<file path="src/hdl/ogp_pkg.sv">
// shared constants, register map and field layouts of the pin configuration block
package ogp_pkg;

  // clock and timing
  localparam int CLK_HZ = 50_000_000;
  localparam int EXT_CLK_HZ = 2_000_000;
  localparam int EXT_CLK_DIV = CLK_HZ / EXT_CLK_HZ;
  localparam int LONG_DEB_US = 10_000;
  localparam int LONG_DEB_CYC = LONG_DEB_US * (CLK_HZ / 1_000_000);

  // register indices; byte address is four times the index
  localparam logic [15:0] CFG_IDX = 16'h781f;
  localparam logic [15:0] STS_IDX = 16'h7f00;
  localparam logic [15:0] MSK_IDX = 16'h7f01;
  localparam logic [15:0] CTL_IDX = 16'h7f02;
  localparam int ADDR_W = 18;

  // configuration word reset value and field encodings
  localparam logic [15:0] CFG_RST = 16'ha400;
  localparam logic [15:0] CFG_WMASK = 16'hfff0;
  localparam logic [1:0] PULL_NONE = 2'h0;
  localparam logic [1:0] PULL_DOWN = 2'h1;
  localparam logic [1:0] PULL_UP = 2'h2;
  localparam logic DIR_OUT = 1'h0;
  localparam logic DIR_IN = 1'h1;

  // input function codes
  localparam logic [3:0] FI_GPI_LONG = 4'h0;
  localparam logic [3:0] FI_GPI = 4'h1;
  localparam logic [3:0] FI_ONOFF = 4'h2;
  localparam logic [3:0] FI_SLPWAKE = 4'h3;
  localparam logic [3:0] FI_SLPWAKE_LONG = 4'h4;
  localparam logic [3:0] FI_SLEEP = 4'h5;
  localparam logic [3:0] FI_PWRON = 4'h6;
  localparam logic [3:0] FI_WDOG = 4'h7;

  // output function codes
  localparam logic [3:0] FO_GPO = 4'h0;
  localparam logic [3:0] FO_OSC32K = 4'h1;
  localparam logic [3:0] FO_ON = 4'h2;
  localparam logic [3:0] FO_SLEEP = 4'h3;
  localparam logic [3:0] FO_PSCHG = 4'h4;
  localparam logic [3:0] FO_DVC1 = 4'h8;
  localparam logic [3:0] FO_DVC2 = 4'h9;
  localparam logic [3:0] FO_EXTEN1 = 4'ha;
  localparam logic [3:0] FO_EXTEN2 = 4'hb;
  localparam logic [3:0] FO_SSG = 4'hc;
  localparam logic [3:0] FO_CPG = 4'hd;
  localparam logic [3:0] FO_CLK2M = 4'he;
  localparam logic [3:0] FO_AUXRST = 4'hf;

  // interrupt status bits and control register bits
  localparam int EV_W = 2;
  localparam int EV_EDGE = 0;
  localparam int EV_REQ = 1;
  localparam int CTL_GPO = 0;
  localparam int CTL_LVL = 1;
  localparam int CTL_DEB = 2;

  // configuration word layout, msb first
  typedef struct packed {
    logic pin_direction;
    logic [1:0] pin_pull_select;
    logic pin_irq_edge_mode;
    logic pin_supply_domain;
    logic pin_polarity;
    logic pin_open_drain;
    logic pin_enable;
    logic [3:0] pin_function_select;
    logic [3:0] rsvd;
  } ogp_cfg_t;

  // state of the device that the pin may show in output direction
  typedef struct packed {
    logic on_state;
    logic sleep_state;
    logic power_state_change;
    logic dvc_done1;
    logic dvc_done2;
    logic ext_power_en1;
    logic ext_power_en2;
    logic system_supply_good;
    logic converter_power_good;
    logic aux_reset;
  } ogp_dev_t;

  // requests the pin raises in input direction
  typedef struct packed {
    logic gpio_level;
    logic power_onoff_req;
    logic sleep_wake_req;
    logic sleep_req;
    logic power_on_req;
    logic watchdog_reset;
  } ogp_req_t;

endpackage

</file>
<file path="src/hdl/ogp_sync_deb.sv">
// two-flop synchroniser with a long debounce filter behind it
`timescale 1ns/10ps
module ogp_sync_deb #(
  parameter int LONG_CYC = 500_000
) (
  input wire logic ref_clk,
  input wire logic rst,
  input wire logic din,
  output logic sync_out,
  output logic deb_out
);
  localparam int CW = $clog2(LONG_CYC + 1);
  localparam logic [CW-1:0] LAST = CW'(LONG_CYC - 1);

  logic meta_r;
  logic sync_r;
  logic deb_r;
  logic [CW-1:0] cnt_r;

  // only the second stage is read anywhere
  always_ff @(posedge ref_clk) begin
    if (rst) begin
      meta_r <= 1'h0;
      sync_r <= 1'h0;
    end else begin
      meta_r <= din;
      sync_r <= meta_r;
    end
  end

  // level must hold for the full count before the filtered copy follows
  always_ff @(posedge ref_clk) begin
    if (rst) begin
      cnt_r <= '0;
      deb_r <= 1'h0;
    end else if (sync_r == deb_r) begin
      cnt_r <= '0;
    end else if (cnt_r == LAST) begin
      cnt_r <= '0;
      deb_r <= sync_r;
    end else begin
      cnt_r <= cnt_r + CW'(1);
    end
  end

  assign sync_out = sync_r;
  assign deb_out = deb_r;
endmodule

</file>
<file path="src/hdl/ogp_clk_div.sv">
// square wave divider: one period every DIV clocks
`timescale 1ns/10ps
module ogp_clk_div #(
  parameter int DIV = 25
) (
  input wire logic ref_clk,
  input wire logic rst,
  output logic clk_out
);
  localparam int CW = $clog2(DIV);
  localparam logic [CW-1:0] LAST = CW'(DIV - 1);
  localparam logic [CW-1:0] HALF = CW'(DIV / 2);

  logic [CW-1:0] cnt_r;
  logic out_r;

  // odd divisors give a slightly short high phase
  always_ff @(posedge ref_clk) begin
    if (rst) begin
      cnt_r <= '0;
      out_r <= 1'h0;
    end else begin
      cnt_r <= (cnt_r == LAST) ? '0 : cnt_r + CW'(1);
      out_r <= (cnt_r < HALF);
    end
  end

  assign clk_out = out_r;
endmodule

</file>
<file path="src/hdl/ogp_pin_cfg.sv">
// configurable general-purpose pin with avalon register access
//
// Function
// enable off tri-states; direction bit selects in/out
// pull select: none, down, up; 11 reserved
// edge mode 0: edge into active level
// edge mode 1: interrupt on both edges
// polarity 1 active high, 0 active low
// driver type push-pull or open drain
// store supply domain select, digital or main
// input codes 0/1 general input, long/short debounce; code 1 takes the synchronised level with no debounce filter
// input codes 2-4 power and sleep requests
// input codes 5-7 sleep, power on, watchdog
// output codes 2-4 state indications; 5-7 reserved
// output codes 8-11 change done, power enables
// output codes 12-15 supply good, clock, reset
// output codes 0 plain output, 1 osc clock
// direction picks input or output function table
//
// The implementer's own choice: the Avalon-MM slave port.
`timescale 1ns/10ps
module ogp_pin_cfg #(
  parameter int LONG_DEB_CYC = ogp_pkg::LONG_DEB_CYC
) (
  input wire logic ref_clk,
  input wire logic rst,
  // avalon-mm slave
  input wire logic [ogp_pkg::ADDR_W-1:0] avs_address,
  input wire logic avs_read,
  input wire logic avs_write,
  input wire logic [31:0] avs_writedata,
  input wire logic [3:0] avs_byteenable,
  output logic [31:0] avs_readdata,
  output logic avs_waitrequest,
  // pin
  input wire logic pin_in,
  output logic pin_out,
  output logic pin_oe,
  output logic pin_pull_up_en,
  output logic pin_pull_down_en,
  output logic pin_supply_sel,
  output logic pin_od_mode,
  // device side
  input wire logic osc_32k,
  input wire ogp_pkg::ogp_dev_t dev_state,
  output ogp_pkg::ogp_req_t pin_req,
  output logic irq
);

  ////////////////////////////////////////////////////////////////////////
  // register storage

  logic [15:0] cfg_r;
  logic [ogp_pkg::EV_W-1:0] sts_r;
  logic [ogp_pkg::EV_W-1:0] sts_nxt;
  logic [ogp_pkg::EV_W-1:0] msk_r;
  logic gpo_r;
  logic [31:0] rdata_r;
  logic wait_r;
  logic irq_r;
  ogp_pkg::ogp_cfg_t cfg;

  assign cfg = ogp_pkg::ogp_cfg_t'(cfg_r);

  ////////////////////////////////////////////////////////////////////////
  // bus decode

  logic req;
  logic take;
  logic hit_cfg;
  logic hit_sts;
  logic hit_msk;
  logic hit_ctl;

  assign req = avs_read | avs_write;
  // the request is completed on the edge where waitrequest is seen low
  assign take = req & ~wait_r;
  assign hit_cfg = (avs_address == {ogp_pkg::CFG_IDX, 2'h0});
  assign hit_sts = (avs_address == {ogp_pkg::STS_IDX, 2'h0});
  assign hit_msk = (avs_address == {ogp_pkg::MSK_IDX, 2'h0});
  assign hit_ctl = (avs_address == {ogp_pkg::CTL_IDX, 2'h0});

  ////////////////////////////////////////////////////////////////////////
  // pin sampling and clock sources

  logic pin_sync;
  logic pin_deb;
  logic osc_meta_r;
  logic osc_sync_r;
  logic clk2m;

  ogp_sync_deb #(
    .LONG_CYC(LONG_DEB_CYC)
  ) u_pin_filter (
    .ref_clk(ref_clk),
    .rst(rst),
    .din(pin_in),
    .sync_out(pin_sync),
    .deb_out(pin_deb)
  );

  ogp_clk_div #(
    .DIV(ogp_pkg::EXT_CLK_DIV)
  ) u_clk2m (
    .ref_clk(ref_clk),
    .rst(rst),
    .clk_out(clk2m)
  );

  // the oscillator clock is foreign to ref_clk, so it is resynchronised
  always_ff @(posedge ref_clk) begin
    if (rst) begin
      osc_meta_r <= 1'h0;
      osc_sync_r <= 1'h0;
    end else begin
      osc_meta_r <= osc_32k;
      osc_sync_r <= osc_meta_r;
    end
  end

  ////////////////////////////////////////////////////////////////////////
  // active levels seen at the pin

  logic act_lvl;
  logic act_deb;
  logic act_prev_r;
  logic rise;
  logic fall;
  logic edge_ev;
  logic is_in;

  assign is_in = cfg.pin_enable & (cfg.pin_direction == ogp_pkg::DIR_IN);
  assign act_lvl = cfg.pin_polarity ? pin_sync : ~pin_sync;
  assign act_deb = cfg.pin_polarity ? pin_deb : ~pin_deb;

  always_ff @(posedge ref_clk) begin
    if (rst) begin
      act_prev_r <= 1'h0;
    end else begin
      act_prev_r <= act_lvl;
    end
  end

  // edges are taken on the active level, so polarity turns rising into falling
  assign rise = act_lvl & ~act_prev_r;
  assign fall = ~act_lvl & act_prev_r;
  always_comb begin
    if (cfg.pin_irq_edge_mode) begin
      edge_ev = is_in & (rise | fall);
    end else begin
      edge_ev = is_in & rise;
    end
  end

  ////////////////////////////////////////////////////////////////////////
  // input function table

  ogp_pkg::ogp_req_t req_nxt;
  ogp_pkg::ogp_req_t req_r;

  // codes 8..15 drive inputs of other blocks and raise nothing here
  always_comb begin
    req_nxt = '0;
    if (is_in) begin
      case (cfg.pin_function_select)
        ogp_pkg::FI_GPI_LONG: req_nxt.gpio_level = act_deb;
        ogp_pkg::FI_GPI: req_nxt.gpio_level = act_lvl;
        ogp_pkg::FI_ONOFF: req_nxt.power_onoff_req = act_lvl;
        ogp_pkg::FI_SLPWAKE: req_nxt.sleep_wake_req = act_lvl;
        ogp_pkg::FI_SLPWAKE_LONG: req_nxt.sleep_wake_req = act_deb;
        ogp_pkg::FI_SLEEP: req_nxt.sleep_req = act_lvl;
        ogp_pkg::FI_PWRON: req_nxt.power_on_req = act_lvl;
        ogp_pkg::FI_WDOG: req_nxt.watchdog_reset = act_lvl;
        default: req_nxt = '0;
      endcase
    end
  end

  always_ff @(posedge ref_clk) begin
    if (rst) begin
      req_r <= '0;
    end else begin
      req_r <= req_nxt;
    end
  end

  ////////////////////////////////////////////////////////////////////////
  // output function table

  logic src;
  logic lvl;

  always_comb begin
    case (cfg.pin_function_select)
      ogp_pkg::FO_GPO: src = gpo_r;
      ogp_pkg::FO_OSC32K: src = osc_sync_r;
      ogp_pkg::FO_ON: src = dev_state.on_state;
      ogp_pkg::FO_SLEEP: src = dev_state.sleep_state;
      ogp_pkg::FO_PSCHG: src = dev_state.power_state_change;
      ogp_pkg::FO_DVC1: src = dev_state.dvc_done1;
      ogp_pkg::FO_DVC2: src = dev_state.dvc_done2;
      ogp_pkg::FO_EXTEN1: src = dev_state.ext_power_en1;
      ogp_pkg::FO_EXTEN2: src = dev_state.ext_power_en2;
      ogp_pkg::FO_SSG: src = dev_state.system_supply_good;
      ogp_pkg::FO_CPG: src = dev_state.converter_power_good;
      ogp_pkg::FO_CLK2M: src = clk2m;
      ogp_pkg::FO_AUXRST: src = dev_state.aux_reset;
      default: src = 1'h0;
    endcase
  end

  // inverted polarity drives the inactive level as high
  assign lvl = cfg.pin_polarity ? src : ~src;

  ////////////////////////////////////////////////////////////////////////
  // pin drivers

  logic pin_out_r;
  logic pin_oe_r;
  logic pu_r;
  logic pd_r;
  logic dom_r;
  logic od_r;

  always_ff @(posedge ref_clk) begin
    if (rst) begin
      pin_out_r <= 1'h0;
      pin_oe_r <= 1'h0;
    end else if (!cfg.pin_enable || cfg.pin_direction == ogp_pkg::DIR_IN) begin
      pin_out_r <= 1'h0;
      pin_oe_r <= 1'h0;
    end else if (cfg.pin_open_drain) begin
      pin_out_r <= 1'h0;
      pin_oe_r <= ~lvl;
    end else begin
      pin_out_r <= lvl;
      pin_oe_r <= 1'h1;
    end
  end

  // reserved pull code falls back to no pull rather than fighting itself
  always_ff @(posedge ref_clk) begin
    if (rst) begin
      pu_r <= 1'h0;
      pd_r <= 1'h0;
      dom_r <= 1'h0;
      od_r <= 1'h0;
    end else begin
      pu_r <= (cfg.pin_pull_select == ogp_pkg::PULL_UP);
      pd_r <= (cfg.pin_pull_select == ogp_pkg::PULL_DOWN);
      dom_r <= cfg.pin_supply_domain;
      od_r <= cfg.pin_open_drain;
    end
  end

  ////////////////////////////////////////////////////////////////////////
  // register writes

  // bits 3:0 of the configuration word are reserved and stay zero
  always_ff @(posedge ref_clk) begin
    if (rst) begin
      cfg_r <= ogp_pkg::CFG_RST;
    end else if (take && avs_write && hit_cfg) begin
      if (avs_byteenable[0]) begin
        cfg_r[7:0] <= avs_writedata[7:0] & ogp_pkg::CFG_WMASK[7:0];
      end
      if (avs_byteenable[1]) begin
        cfg_r[15:8] <= avs_writedata[15:8];
      end
    end
  end

  always_ff @(posedge ref_clk) begin
    if (rst) begin
      msk_r <= '0;
      gpo_r <= 1'h0;
    end else if (take && avs_write && avs_byteenable[0]) begin
      if (hit_msk) begin
        msk_r <= avs_writedata[ogp_pkg::EV_W-1:0];
      end
      if (hit_ctl) begin
        gpo_r <= avs_writedata[ogp_pkg::CTL_GPO];
      end
    end
  end

  ////////////////////////////////////////////////////////////////////////
  // interrupt status: write one to clear, a new event wins over the clear

  logic [ogp_pkg::EV_W-1:0] ev;
  logic [ogp_pkg::EV_W-1:0] clr;

  assign ev[ogp_pkg::EV_EDGE] = edge_ev;
  assign ev[ogp_pkg::EV_REQ] = (|req_nxt) & ~(|req_r);
  assign clr = (take && avs_write && hit_sts && avs_byteenable[0]) ?
               avs_writedata[ogp_pkg::EV_W-1:0] : '0;
  assign sts_nxt = (sts_r & ~clr) | ev;

  always_ff @(posedge ref_clk) begin
    if (rst) begin
      sts_r <= '0;
      irq_r <= 1'h0;
    end else begin
      sts_r <= sts_nxt;
      irq_r <= |(sts_nxt & msk_r);
    end
  end

  ////////////////////////////////////////////////////////////////////////
  // bus answer: one wait cycle, read data captured with it

  always_ff @(posedge ref_clk) begin
    if (rst) begin
      wait_r <= 1'h1;
    end else begin
      wait_r <= ~(req & wait_r);
    end
  end

  // unmapped addresses read zero and ignore writes
  always_ff @(posedge ref_clk) begin
    if (rst) begin
      rdata_r <= '0;
    end else if (req && wait_r) begin
      rdata_r <= '0;
      if (hit_cfg) begin
        rdata_r[15:0] <= cfg_r;
      end
      if (hit_sts) begin
        rdata_r[ogp_pkg::EV_W-1:0] <= sts_r;
      end
      if (hit_msk) begin
        rdata_r[ogp_pkg::EV_W-1:0] <= msk_r;
      end
      if (hit_ctl) begin
        rdata_r[ogp_pkg::CTL_GPO] <= gpo_r;
        rdata_r[ogp_pkg::CTL_LVL] <= act_lvl;
        rdata_r[ogp_pkg::CTL_DEB] <= act_deb;
      end
    end
  end

  ////////////////////////////////////////////////////////////////////////
  // outputs

  assign avs_readdata = rdata_r;
  assign avs_waitrequest = wait_r;
  assign pin_out = pin_out_r;
  assign pin_oe = pin_oe_r;
  assign pin_pull_up_en = pu_r;
  assign pin_pull_down_en = pd_r;
  assign pin_supply_sel = dom_r;
  assign pin_od_mode = od_r;
  assign pin_req = req_r;
  assign irq = irq_r;

endmodule

</file>
<file path="config.mk">
export PLATFORM = sky130hd
export DESIGN_NAME = ogp_pin_cfg
export DESIGN_NICKNAME = d
export VERILOG_FILES = /design/src/hdl/ogp_pkg.sv /design/src/hdl/ogp_sync_deb.sv /design/src/hdl/ogp_clk_div.sv /design/src/hdl/ogp_pin_cfg.sv
export SDC_FILE = /design/constraint.sdc
export NUM_CORES = 1
export LEC_CHECK = 0
export ABC_AREA = 1
export BUFFER_PORTS_ARGS = -buffer_cell sky130_fd_sc_hd__buf_2
export CAP_MARGIN = 20
export CELL_PAD_IN_SITES_DETAIL_PLACEMENT = 1
export CELL_PAD_IN_SITES_GLOBAL_PLACEMENT = 1
export CORE_MARGIN = 1
export CORE_UTILIZATION = 36
export CTS_CLUSTER_SIZE = 25
export DETAILED_ROUTE_END_ITERATION = 7
export PLACE_DENSITY_LB_ADDON = 0.1
export SLEW_MARGIN = 5
export SYNTH_ARGS = -nofsm -noshare
export SYNTH_HDL_FRONTEND = slang
export SYNTH_SLANG_ARGS = --single-unit
</file>
<file path="constraint.sdc">
create_clock -name ref_clk -period 1.8 [get_ports ref_clk]
set_input_delay 0.27 -clock ref_clk [delete_from_list [all_inputs] [get_ports ref_clk]]
set_output_delay 0.27 -clock ref_clk [all_outputs]
set_load 0.05 [all_outputs]
</file>
======== After elaboration in Yosys (flattened, before gate mapping) ========
Cells that the tools add are included.
cells by class
  muxes and demuxes ....................... 18
  $lt $le $gt $ge ......................... 1
  equality and inequality tests ........... 24
  shift operators ......................... 0
  multipliers ............................. 0
  div/mod/pow operators ................... 0
  reductions and logical operators ........ 21
  add/subtract/negate cells ............... 2
  bitwise gates (word level) .............. 24
operators with widths
  kind                                                        count
  == test 18 x 17 -> 1 bit, second input constant             4
  == test 4 bit, second input constant                        8
  adder 19 x 1 -> 19 bit, second input constant               1
  == test 19 bit, second input constant                       1
  == test 4 x 3 -> 1 bit, second input constant               4
  2-to-1 mux 16 bit                                           1
  one-hot mux 1 bit (13 select lines)                         1
  OR reduction 6 bit                                          2
  NOT 1 bit                                                   10
  AND reduction 2 bit                                         5
  2-to-1 mux 1 bit                                            9
  AND 1 bit                                                   8
  == test 4 x 2 -> 1 bit, second input constant               2
  logical AND 1 bit                                           6
  2-to-1 mux 2 bit                                            3
  2-to-1 mux 6 bit                                            1
  OR reduction 2 bit                                          3
  OR reduction 3 bit                                          2
  adder 5 x 1 -> 5 bit, second input constant                 1
  == test 5 bit, second input constant                        1
  less-than comparator 5 x 4 -> 1 bit, second input constant  1
  AND 2 bit                                                   2
  == test 4 x 1 -> 1 bit, second input constant               1
  zero test 4 bit                                             1
  10 further kinds                                            12
word-level totals
  input bits .............................. 70
  word-level logic and storage cells ...... 119
  bits in writable memories ............... 0
  bits in latches ......................... 0
  flip-flop bits (word level) ............. 78
  bits in read-only memories .............. 0
  output and inout port bits .............. 46
  memories ................................ 0

======== Depth between registers and ports, before layout ========
Gate-level depths: netlist (run 1).
  depth in word-level cells ............... 11
  gate-level depth with buffers ........... 12
  depth with buffers taken out ............ 12

======== Cells and area by module ========
From an unflattened synthesis (run 1), not the netlist that was laid out.
second synthesis, totals
  cells, all modules ...................... 590
  area total of the unflattened synthesis .. 3955.0 um^2
modules (own cells, without submodules)
  module        instances  cells an instance  area each (um^2)  seq. area each (um^2)
  ogp_pin_cfg   1          371                2466.1            980.9
  ogp_sync_deb  1          182                1203.7            440.4
  ogp_clk_div   1          37                 285.3             120.1

======== Worst setup path before layout (run 1) ========
No wires, ideal clock.
  path kind ............................... register to register
  start ................................... register wait_r (netlist: avs_waitrequest)
  end ..................................... register rdata_r[4] (netlist: avs_readdata[4])
  data arrival time ....................... 1585 ps
  path slack .............................. 144 ps
  path buffers ............................ 1
  cell stages (with the launch flop) ...... 6
  required time ........................... 1730 ps
  cell sequence ........................... dfxtp_1 o21ai_1 inv_1 clkbuf_1 nand3_1 a21oi_1
on the way
  cells in the longest elaborated chain, start to end .. 1
ends and longest elaborated chain
  element                         RTL line            RTL
  start: declaration              ogp_pin_cfg.sv:59   logic wait_r;
  start signal: assignment        ogp_pin_cfg.sv:316  wait_r <= ~(req & wait_r);
  logical AND 1 bit               ogp_pin_cfg.sv:324  end else if (req && wait_r) begin
  end signal: assignment          ogp_pin_cfg.sv:327  rdata_r[15:0] <= cfg_r;
  end signal: indexed assignment  ogp_pin_cfg.sv:330  rdata_r[ogp_pkg::EV_W-1:0] <= sts_r;
  end signal: indexed assignment  ogp_pin_cfg.sv:333  rdata_r[ogp_pkg::EV_W-1:0] <= msk_r;
  end: declaration                ogp_pin_cfg.sv:58   logic [31:0] rdata_r;
Every way passes these cells.
A chain may end at the register's enable or synchronous reset.

======== Worst setup path in the final report (run 1) ========
  start ................................... register u_pin_filter.cnt_r[1]
  end ..................................... register u_pin_filter.cnt_r[0]
on the way
  cells in the longest elaborated chain, start to end .. 2
ends and longest elaborated chain
  element                       RTL line            RTL
  start: declaration            ogp_sync_deb.sv:18  logic [CW-1:0] cnt_r;
  start signal: assignment      ogp_sync_deb.sv:42  cnt_r <= cnt_r + CW'(1);
  == test 19 bit                ogp_sync_deb.sv:38  end else if (cnt_r == LAST) begin
  OR reduction 3 bit (no line)  n/a
Every way passes these cells.

==> flow_metrics.py, run 1 <==
metrics = {
    "global_routing": {
        "grt_pass1_vias": 3307,
        "grt_max_degree": 32,
        "grt_usage": 0.196,
        "grt_pass1_wl_um": 15700,
        "antenna_found_initial": 0,
        "grt_overflow": 0,
    },
    "synthesis": {
        "netlist_area_um2": 3680,
        "synth_cell_types": 37,
        "yosysSeqAreaShare": 0.419,
        "syn-instance-count": 505,
        "ys_warn_count": 0,
        "synth_area_per_cell_um2": 7.29,
        "ys_ff_latch": 77,
    },
    "sta": {
        "setup_ws_ps": 88.3,
        "slew_viol_final": 0,
        "worst_pin_slew_ps": 668,
        "fin_skew_ps": 8.35,
        "fmax_mhz": 584,
        "post-route-period-util": 0.951,
        "relSlewSlack": 0.555,
        "hold_viol": 0,
        "final.setup.tns_ps": 0,
        "whs_ps": 120,
        "period_needed_ps": 1710,
        "finalSetupViolCount": 0,
    },
    "run_status": {
        "outcome": "finished, final reports clean",
    },
    "cts": {
        "htree_levels": 3,
        "post-cts-setup-buffers": 0,
        "tritoncts": "done",
        "cts.sinks": 77,
        "insertion_delay_ps": 360,
        "cts.path.max_buffers": 2,
        "clk_pin_slew_worst_paths_ps": 80,
        "numCtsBuffers": 9,
        "clk_root_buffer_cell": "clkbuf_8",
    },
    "setup_path": {
        "critPathMaxStageDelay_ps": 400,
        "cp_cell_sequence": "ha_1 -> nand2_1 -> nor2_2 -> inv_1 -> nor2_2 -> nand4_4 -> nand3_4 -> nor2_1",
        "path_class": "reg -> reg",
        "arrival_ps": 1960,
        "slowest_stage": "dfxtp_1",
        "worst-path-max-fanout": 9,
        "cp_common_cell": "nor2_2",
        "crit_path_start_kind": "register",
        "cp_data_required_time_ps": 2050,
        "endpoint_kind": "register",
    },
    "final_layout": {
        "nFillCells": 1282,
        "regArea_um2": 1540,
        "layoutNonFillerInstCount": 729,
        "fin_nets": 665,
        "final_core_util": 0.452,
        "multi_input_area_um2": 1830,
        "layout-drive-gt1-share": 0.216,
        "syn2layout_area_growth_pct": 21.0,
        "design_area_um2": 4450,
        "diodes": 0,
    },
    "route": {
        "drt-pass1-iter-count": 4,
        "antenna_left": 0,
        "via_per_inst": 4.85,
        "drc_errors": 0,
        "routed_wl_um": 9980,
        "routed-via-count": 3537,
        "drt_iter0_drc": 57,
        "detail_route.wl_per_cell_um": 13.7,
    },
    "flow_run": {
        "cap_violations": 0,
    },
    "placement": {
        "place_inst": 711,
        "dpl_cell_area_um2": 4170,
        "globalplace.congestion": 0.806,
        "io_buffers": 78,
        "place_ws_ps": 102,
        "hpwl_um": 7490,
    },
    "pwr": {
        "power.leakage_nw": 1.92,
        "finalPower_mw": 3.54,
        "ir_worst_vdd_uv": 380,
        "p_per_area_nw_per_um2": 795,
    },
    "floorplanning": {
        "die_y_um": 103,
        "design.core.area_um2": 9860,
        "die_area_um2": 10600,
        "rows": 36,
        "start_util": 0.373,
        "ioPinCount": 116,
        "die_w_um": 103,
    },
    "hold_path": {
        "hold_class": "in -> reg",
    },
}
-- cells in the final DEF (no fill, tap or decap), types with 6 or more instances in the layout --
| master | netlist | final |
|---|---|---|
| nand2_1 | 105 | 105 |
| buf_2 | 0 | 78 |
| dfxtp_1 | 77 | 76 |
| nor2_1 | 61 | 61 |
| inv_1 | 58 | 58 |
| a21oi_1 | 36 | 36 |
| nand3_1 | 35 | 35 |
| nand4_1 | 21 | 21 |
| conb_1 | 1 | 17 |
| nor3_1 | 17 | 16 |
| o21ai_0 | 10 | 10 |
| clkbuf_8 | 0 | 10 |
| xor2_1 | 6 | 6 |
| a211oi_1 | 6 | 6 |
-- where the power goes --
part | internal (mW) | switching, mW
clock | 0.831 | 0.701
combinational | 0.0748 | 0.205
sequential | 1.72 | 0.0108
-- final cells by class --
type / count / share of cell area
well taps: 133 / 0.0374
multi-input cells: 356 / 0.411
repair buffers: 84 / 0.101
clock inverters: 6 / 0.0211
inverters: 63 / 0.0531
flip-flops and latches: 77 / 0.346
clock buffers: 10 / 0.0309
-- routing by layer --
metal	track usage	wire length, um	vias up
li1	-	-	1789
met1	0.258	4770	1646
met2	0.314	4630	84
met3	0.0292	359	18
met4	0.0975	211	0
met5	0	0	-
-- flip-flops by register name, indices dropped and copies added (netlist names), 2 cells and up --
signal / count
sts_r: 2
u_clk2m.cnt_r: 5
msk_r: 2
u_pin_filter.cnt_r: 19
avs_readdata: 15
cfg: 12
pin_req: 6
-- synth_stat cells --
cell type,n,area [um2]
nand4_1,21,131
buf_6,2,22.5
nor2_1,61,229
xnor2_1,1,8.76
dfxtp_1,77,1540
nor4_2,1,12.5
inv_1,58,218
xor2_1,6,52.6
nor3_2,2,20.0
nor2_4,1,11.3
buf_4,18,135
nor3_1,17,85.1
inv_2,5,18.8
a211oi_1,6,45.0
nand2_2,2,12.5
ha_1,4,50.1
a21oi_1,36,180
o21ai_0,10,50.1
nand2_1,105,394
nor4_1,2,12.5
o21ai_1,1,5.00
nor3b_1,5,37.5
nor2_2,4,25.0
nand3b_1,2,15.0
nand4_2,2,25.0
clkbuf_1,7,26.3
a21oi_2,1,8.76
nor3_4,3,48.8
nand3_1,35,175
o211ai_1,1,7.51
nand3_2,3,30.0
conb_1,1,3.75
a31oi_1,1,6.26
nand3_4,1,17.5
or2_0,1,6.26
and2_1,1,6.26
o21bai_1,1,7.51
-- cell families (layout without fill, tap and decap cells) --
family / after synthesis / count (layout) / synth area share
other: 1 / 17 / 0.00102
DFF: 77 / 77 / 0.419
xor gates and xnor gates: 7 / 7 / 0.0167
AOI/OAI and AO/OA: 57 / 57 / 0.0843
buffers and inverters: 90 / 163 / 0.114
adders and majority gates: 4 / 4 / 0.0136
and+or+nand+nor: 269 / 271 / 0.352
-- path summary, 6_finish.rpt --
kind | startpoint | endpoint | slack (ps) | cells after the start
max | u_pin_filter.cnt_r[1]$_SDFF_PP0_ | u_pin_filter.cnt_r[0]$_SDFF_PP0_ | 90 | 8
min | osc_32k | osc_meta_r$_SDFF_PP0_ | 120 | 3
max reg2reg | u_pin_filter.cnt_r[1]$_SDFF_PP0_ | u_pin_filter.cnt_r[0]$_SDFF_PP0_ | 90 | 8
min reg2reg | osc_meta_r$_SDFF_PP0_ | osc_sync_r$_SDFF_PP0_ | 410 | 2
-- worst max-delay path, delay by kind of cell, from the launching register on --
kind | cells | cell delay (ps)
flops | 1 | 400
simple gates | 6 | 910
buf+inv | 1 | 110
fa+ha+maj | 1 | 190
-- what timing repair did --
item / CTS / global route
gates resized for setup: 0 / 5
hold endpoints to repair: 0 / 0
setup endpoints to repair: 0 / 15
hold buffers: 0 / 0
Power figures use the tool's default switching activity.
==> run 2: changes to the inputs <==
--- a/config.mk
+++ b/config.mk
@@ -5,13 +5,12 @@
 export SDC_FILE = /design/constraint.sdc
 export NUM_CORES = 1
 export LEC_CHECK = 0
-export ABC_AREA = 1
 export BUFFER_PORTS_ARGS = -buffer_cell sky130_fd_sc_hd__buf_2
 export CAP_MARGIN = 20
 export CELL_PAD_IN_SITES_DETAIL_PLACEMENT = 1
 export CELL_PAD_IN_SITES_GLOBAL_PLACEMENT = 1
 export CORE_MARGIN = 1
-export CORE_UTILIZATION = 36
+export CORE_UTILIZATION = 37
 export CTS_CLUSTER_SIZE = 25
 export DETAILED_ROUTE_END_ITERATION = 7
 export PLACE_DENSITY_LB_ADDON = 0.1
==> constraint.sdc (replaced) <==
create_clock -name ref_clk -period 1.8 [get_ports ref_clk]
set_input_delay 0.09 -clock ref_clk [delete_from_list [all_inputs] [get_ports ref_clk]]
set_output_delay 0.09 -clock ref_clk [all_outputs]
set_load 0.05 [all_outputs]
==> run 2 against run 1 <==
Against the previous run:
- the run now ends with design-rule violations left
- routed wire length decreased by 19%
- utilization grew 2.6 points
- highest routed layer unchanged
- clock power fell by 24%
- non-clock buffer count increased by 21
- sequential share of layout area is 2.1 points higher
- critical endpoint is now irq$_SDFF_PP0_
- critical path depth shrank 1
- synthesized cell count fell by 27%
- combinational power grew 5%
==> flow_metrics.py, run 2 <==
metrics = {
    "hold_path": {
        "hold_class": "in -> reg",
    },
    "final_layout": {
        "fin_nets": 541,
        "largest_reg_flops": 19,
        "layout-drive-gt1-share": 0.256,
        "layoutNonFillerInstCount": 580,
        "design_area_um2": 4210,
        "syn2layout_area_growth_pct": 24.2,
        "nFillCells": 1079,
        "final_cell_mix": "78 x buf_2, 76 x dfxtp_1, 65 x nor2_1, 17 x conb_1",
        "diodes": 0,
        "top_register": "u_pin_filter.cnt_r",
        "mostFrequentLayoutCell": "buf_2",
    },
    "synthesis": {
        "yosys-top-cells-area": "dfxtp_1 45%, nor2_1 7.2%, mux2i_1 4.7%, xor2_1 3.9%, buf_4 3.8%",
        "ys_ff_latch": 77,
        "synthFlopType": "dfxtp_1",
        "netlist_area_um2": 3390,
        "synthDominantCellAreaShare": 0.455,
        "synth_top_area_cell": "dfxtp_1",
        "synth_cell_types": 50,
        "ys_warn_count": 0,
        "async_flop_share": 0,
        "yosysSeqAreaShare": 0.455,
        "synth_edf_count": 0,
        "syn-instance-count": 368,
        "synth_area_per_cell_um2": 9.21,
        "yosysMostFrequentCell": "dfxtp_1",
        "yosys-top-cells-count": "77 x dfxtp_1, 65 x nor2_1, 17 x buf_4",
    },
    "global_routing": {
        "grt_pass1_wl_um": 13900,
        "grt_pass1_vias": 2888,
        "grt_max_degree": 27,
        "antenna_found_initial": 0,
        "grt_overflow": 0,
        "grt_usage": 0.182,
    },
    "floorplanning": {
        "die_area_um2": 9540,
        "ioPinCount": 116,
        "die_y_um": 97.7,
        "design.core.area_um2": 8810,
        "die_w_um": 97.7,
        "rows": 34,
        "start_util": 0.385,
    },
    "sta": {
        "finalSetupViolCount": 0,
        "period_needed_ps": 1730,
        "whs_ps": 1.95,
        "hold_viol": 0,
        "post-route-period-util": 0.963,
        "fmax_mhz": 577,
        "fin_skew_ps": 11.4,
        "worst_pin_slew_ps": 550,
        "relSlewSlack": 0.630,
        "slew_viol_final": 0,
    },
    "placement": {
        "place_inst": 551,
        "globalplace.congestion": 0.705,
        "dpl_cell_area_um2": 3890,
        "hpwl_um": 6100,
        "io_buffers": 78,
    },
    "setup_path": {
        "cp_cell_sequence": "xnor2_2 -> ha_1 -> nand2b_1 -> a21o_1 -> a21o_1 -> a31oi_1 -> a22o_1",
        "cp.buffers_inverters": 0,
        "endpoint_kind": "register",
        "r2r_slack_ps": 70,
        "crit_path_start_kind": "register",
        "slowest_stage": "dfxtp_1",
        "arrival_ps": 2020,
        "cp_data_required_time_ps": 2080,
        "path_class": "reg -> reg",
        "critPathMaxStageDelay_ps": 340,
        "worst-path-max-fanout": 4,
        "cp_common_cell": "a21o_1",
        "path_delay_family": "compound AO/OA/AOI/OAI gates",
    },
    "route": {
        "routed-via-count": 2850,
        "drt-pass1-iter-count": 8,
        "drc_errors": 10,
        "detail_route.wl_per_cell_um": 13.9,
        "via_per_inst": 4.91,
        "routed_wl_um": 8090,
        "antenna_left": 0,
        "drt_iter0_drc": 84,
    },
    "pwr": {
        "combPwrFrac": 0.092,
        "seq_power_share": 0.544,
        "clkPwrFrac": 0.365,
        "p_per_area_nw_per_um2": 757,
        "p_sw_frac": 0.269,
        "power.leakage_nw": 1.83,
        "p_int_mw": 2.33,
        "finalPower_mw": 3.19,
        "ir_worst_vdd_uv": 492,
        "p_switching_uw": 857,
    },
    "cts": {
        "cts.path.max_buffers": 2,
        "clk_pin_slew_worst_paths_ps": 80,
        "clk_root_buffer_cell": "clkbuf_8",
        "tritoncts": "done",
        "htree_levels": 3,
        "cts.sinks": 77,
        "insertion_delay_ps": 350,
        "numCtsBuffers": 9,
    },
    "run_status": {
        "outcome": "complete, but fails checks",
        "violations": "design-rule violations",
    },
    "flow_run": {
        "cap_violations": 0,
    },
}
## run 2: cell types whose count changed in the layout (fill, tap and decap cells not counted), sizes merged, moves of 11 or more
cell	previous run	this run
mux2i	0	16
nor3	22	7
dlygate4sd3	0	11
a22oi	0	12
nand2	107	16
nand4	23	5
a21oi	37	5
nand3	41	14
inv	65	17
## run 2: cell families (layout without fill, tap and decap cells)
family,count (synthesis),in the layout,share of synthesized area
buffers and inverters,49,137,0.0757
XOR/XNOR,25,25,0.0646
other,1,17,0.00111
AO/OA/AOI/OAI,38,38,0.0827
multiplexers,20,20,0.0672
adder cells (fa/ha/maj),4,4,0.0148
flip-flops,77,77,0.455
AND/OR/NAND/NOR,154,154,0.239
## run 2: path summary, 6_finish.rpt
kind                                          from                     to  cells past startpoint
setup reg to reg  u_pin_filter.sync_out$_SDFF_PP0_         irq$_SDFF_PP0_                      7
hold / removal                    avs_writedata[5]    cfg[5]$_SDFFE_PP0P_                      3
setup / recovery  u_pin_filter.sync_out$_SDFF_PP0_         irq$_SDFF_PP0_                      7
hold reg to reg              osc_meta_r$_SDFF_PP0_  osc_sync_r$_SDFF_PP0_                      1
## run 2: repair_timing
item / 4_1_cts / 5_1_grt
resized for setup: 2 / 3
pin swaps: 0 / 2
buffers inserted: 0 / 2
hold buffers: 11 / 0
endpoints found under the setup margin: 1 / 14
endpoints found under the hold margin: 11 / 0
## run 2: metrics by stage
stage,util,worst slack [ps],setup TNS (ps)
final,0.478,67.1,0
after global routing,0.478,-35.9,-35.9
after CTS,0.475,25.3,0
after detailed placement,0.442,-16.9,-16.9
after global placement,0.442,60.1,0
after floorplan,-,61.8,0
## run 2: worst register-to-register path: cells and delay by family, from the launching register on
kind | cells | cell delay, ps
AO/OA/AOI/OAI | 4 | 680
XOR/XNOR | 1 | 250
adder cells (fa/ha/maj) | 1 | 270
flip-flops | 1 | 340
AND/OR/NAND/NOR | 1 | 140
## run 2: cell type report
cell class | count | area (um2) | area share
sequential | 77 | 1550 | 0.367
clock buffer | 10 | 128 | 0.0303
multi-input combinational | 258 | 1670 | 0.396
tap | 108 | 135 | 0.0321
clock inverter | 6 | 47.5 | 0.0113
inverter | 16 | 60.1 | 0.0143
timing repair buffer | 105 | 624 | 0.148
## run 2: power by group through the flow
stage          logic (mW)  clock network, mW  registers, mW
2_1_floorplan       0.184                  0           1.79
3_3_place_gp        0.266                  0           1.77
3_5_place_dp        0.271                  0           1.77
4_1_cts             0.291               1.22           1.73
5_1_grt             0.318               1.29           1.73
6_report            0.293               1.16           1.73
## run 2: per-layer routing
metal  global-route usage  vias up  share of wire  wire length (um)
met5                    0        -              0                 0
met4               0.0501        0         0.0098                79
met3               0.0547        7          0.042               341
met2                0.301       53           0.47              3820
met1                0.230     1362           0.48              3850
li1                     -     1428              -                 -
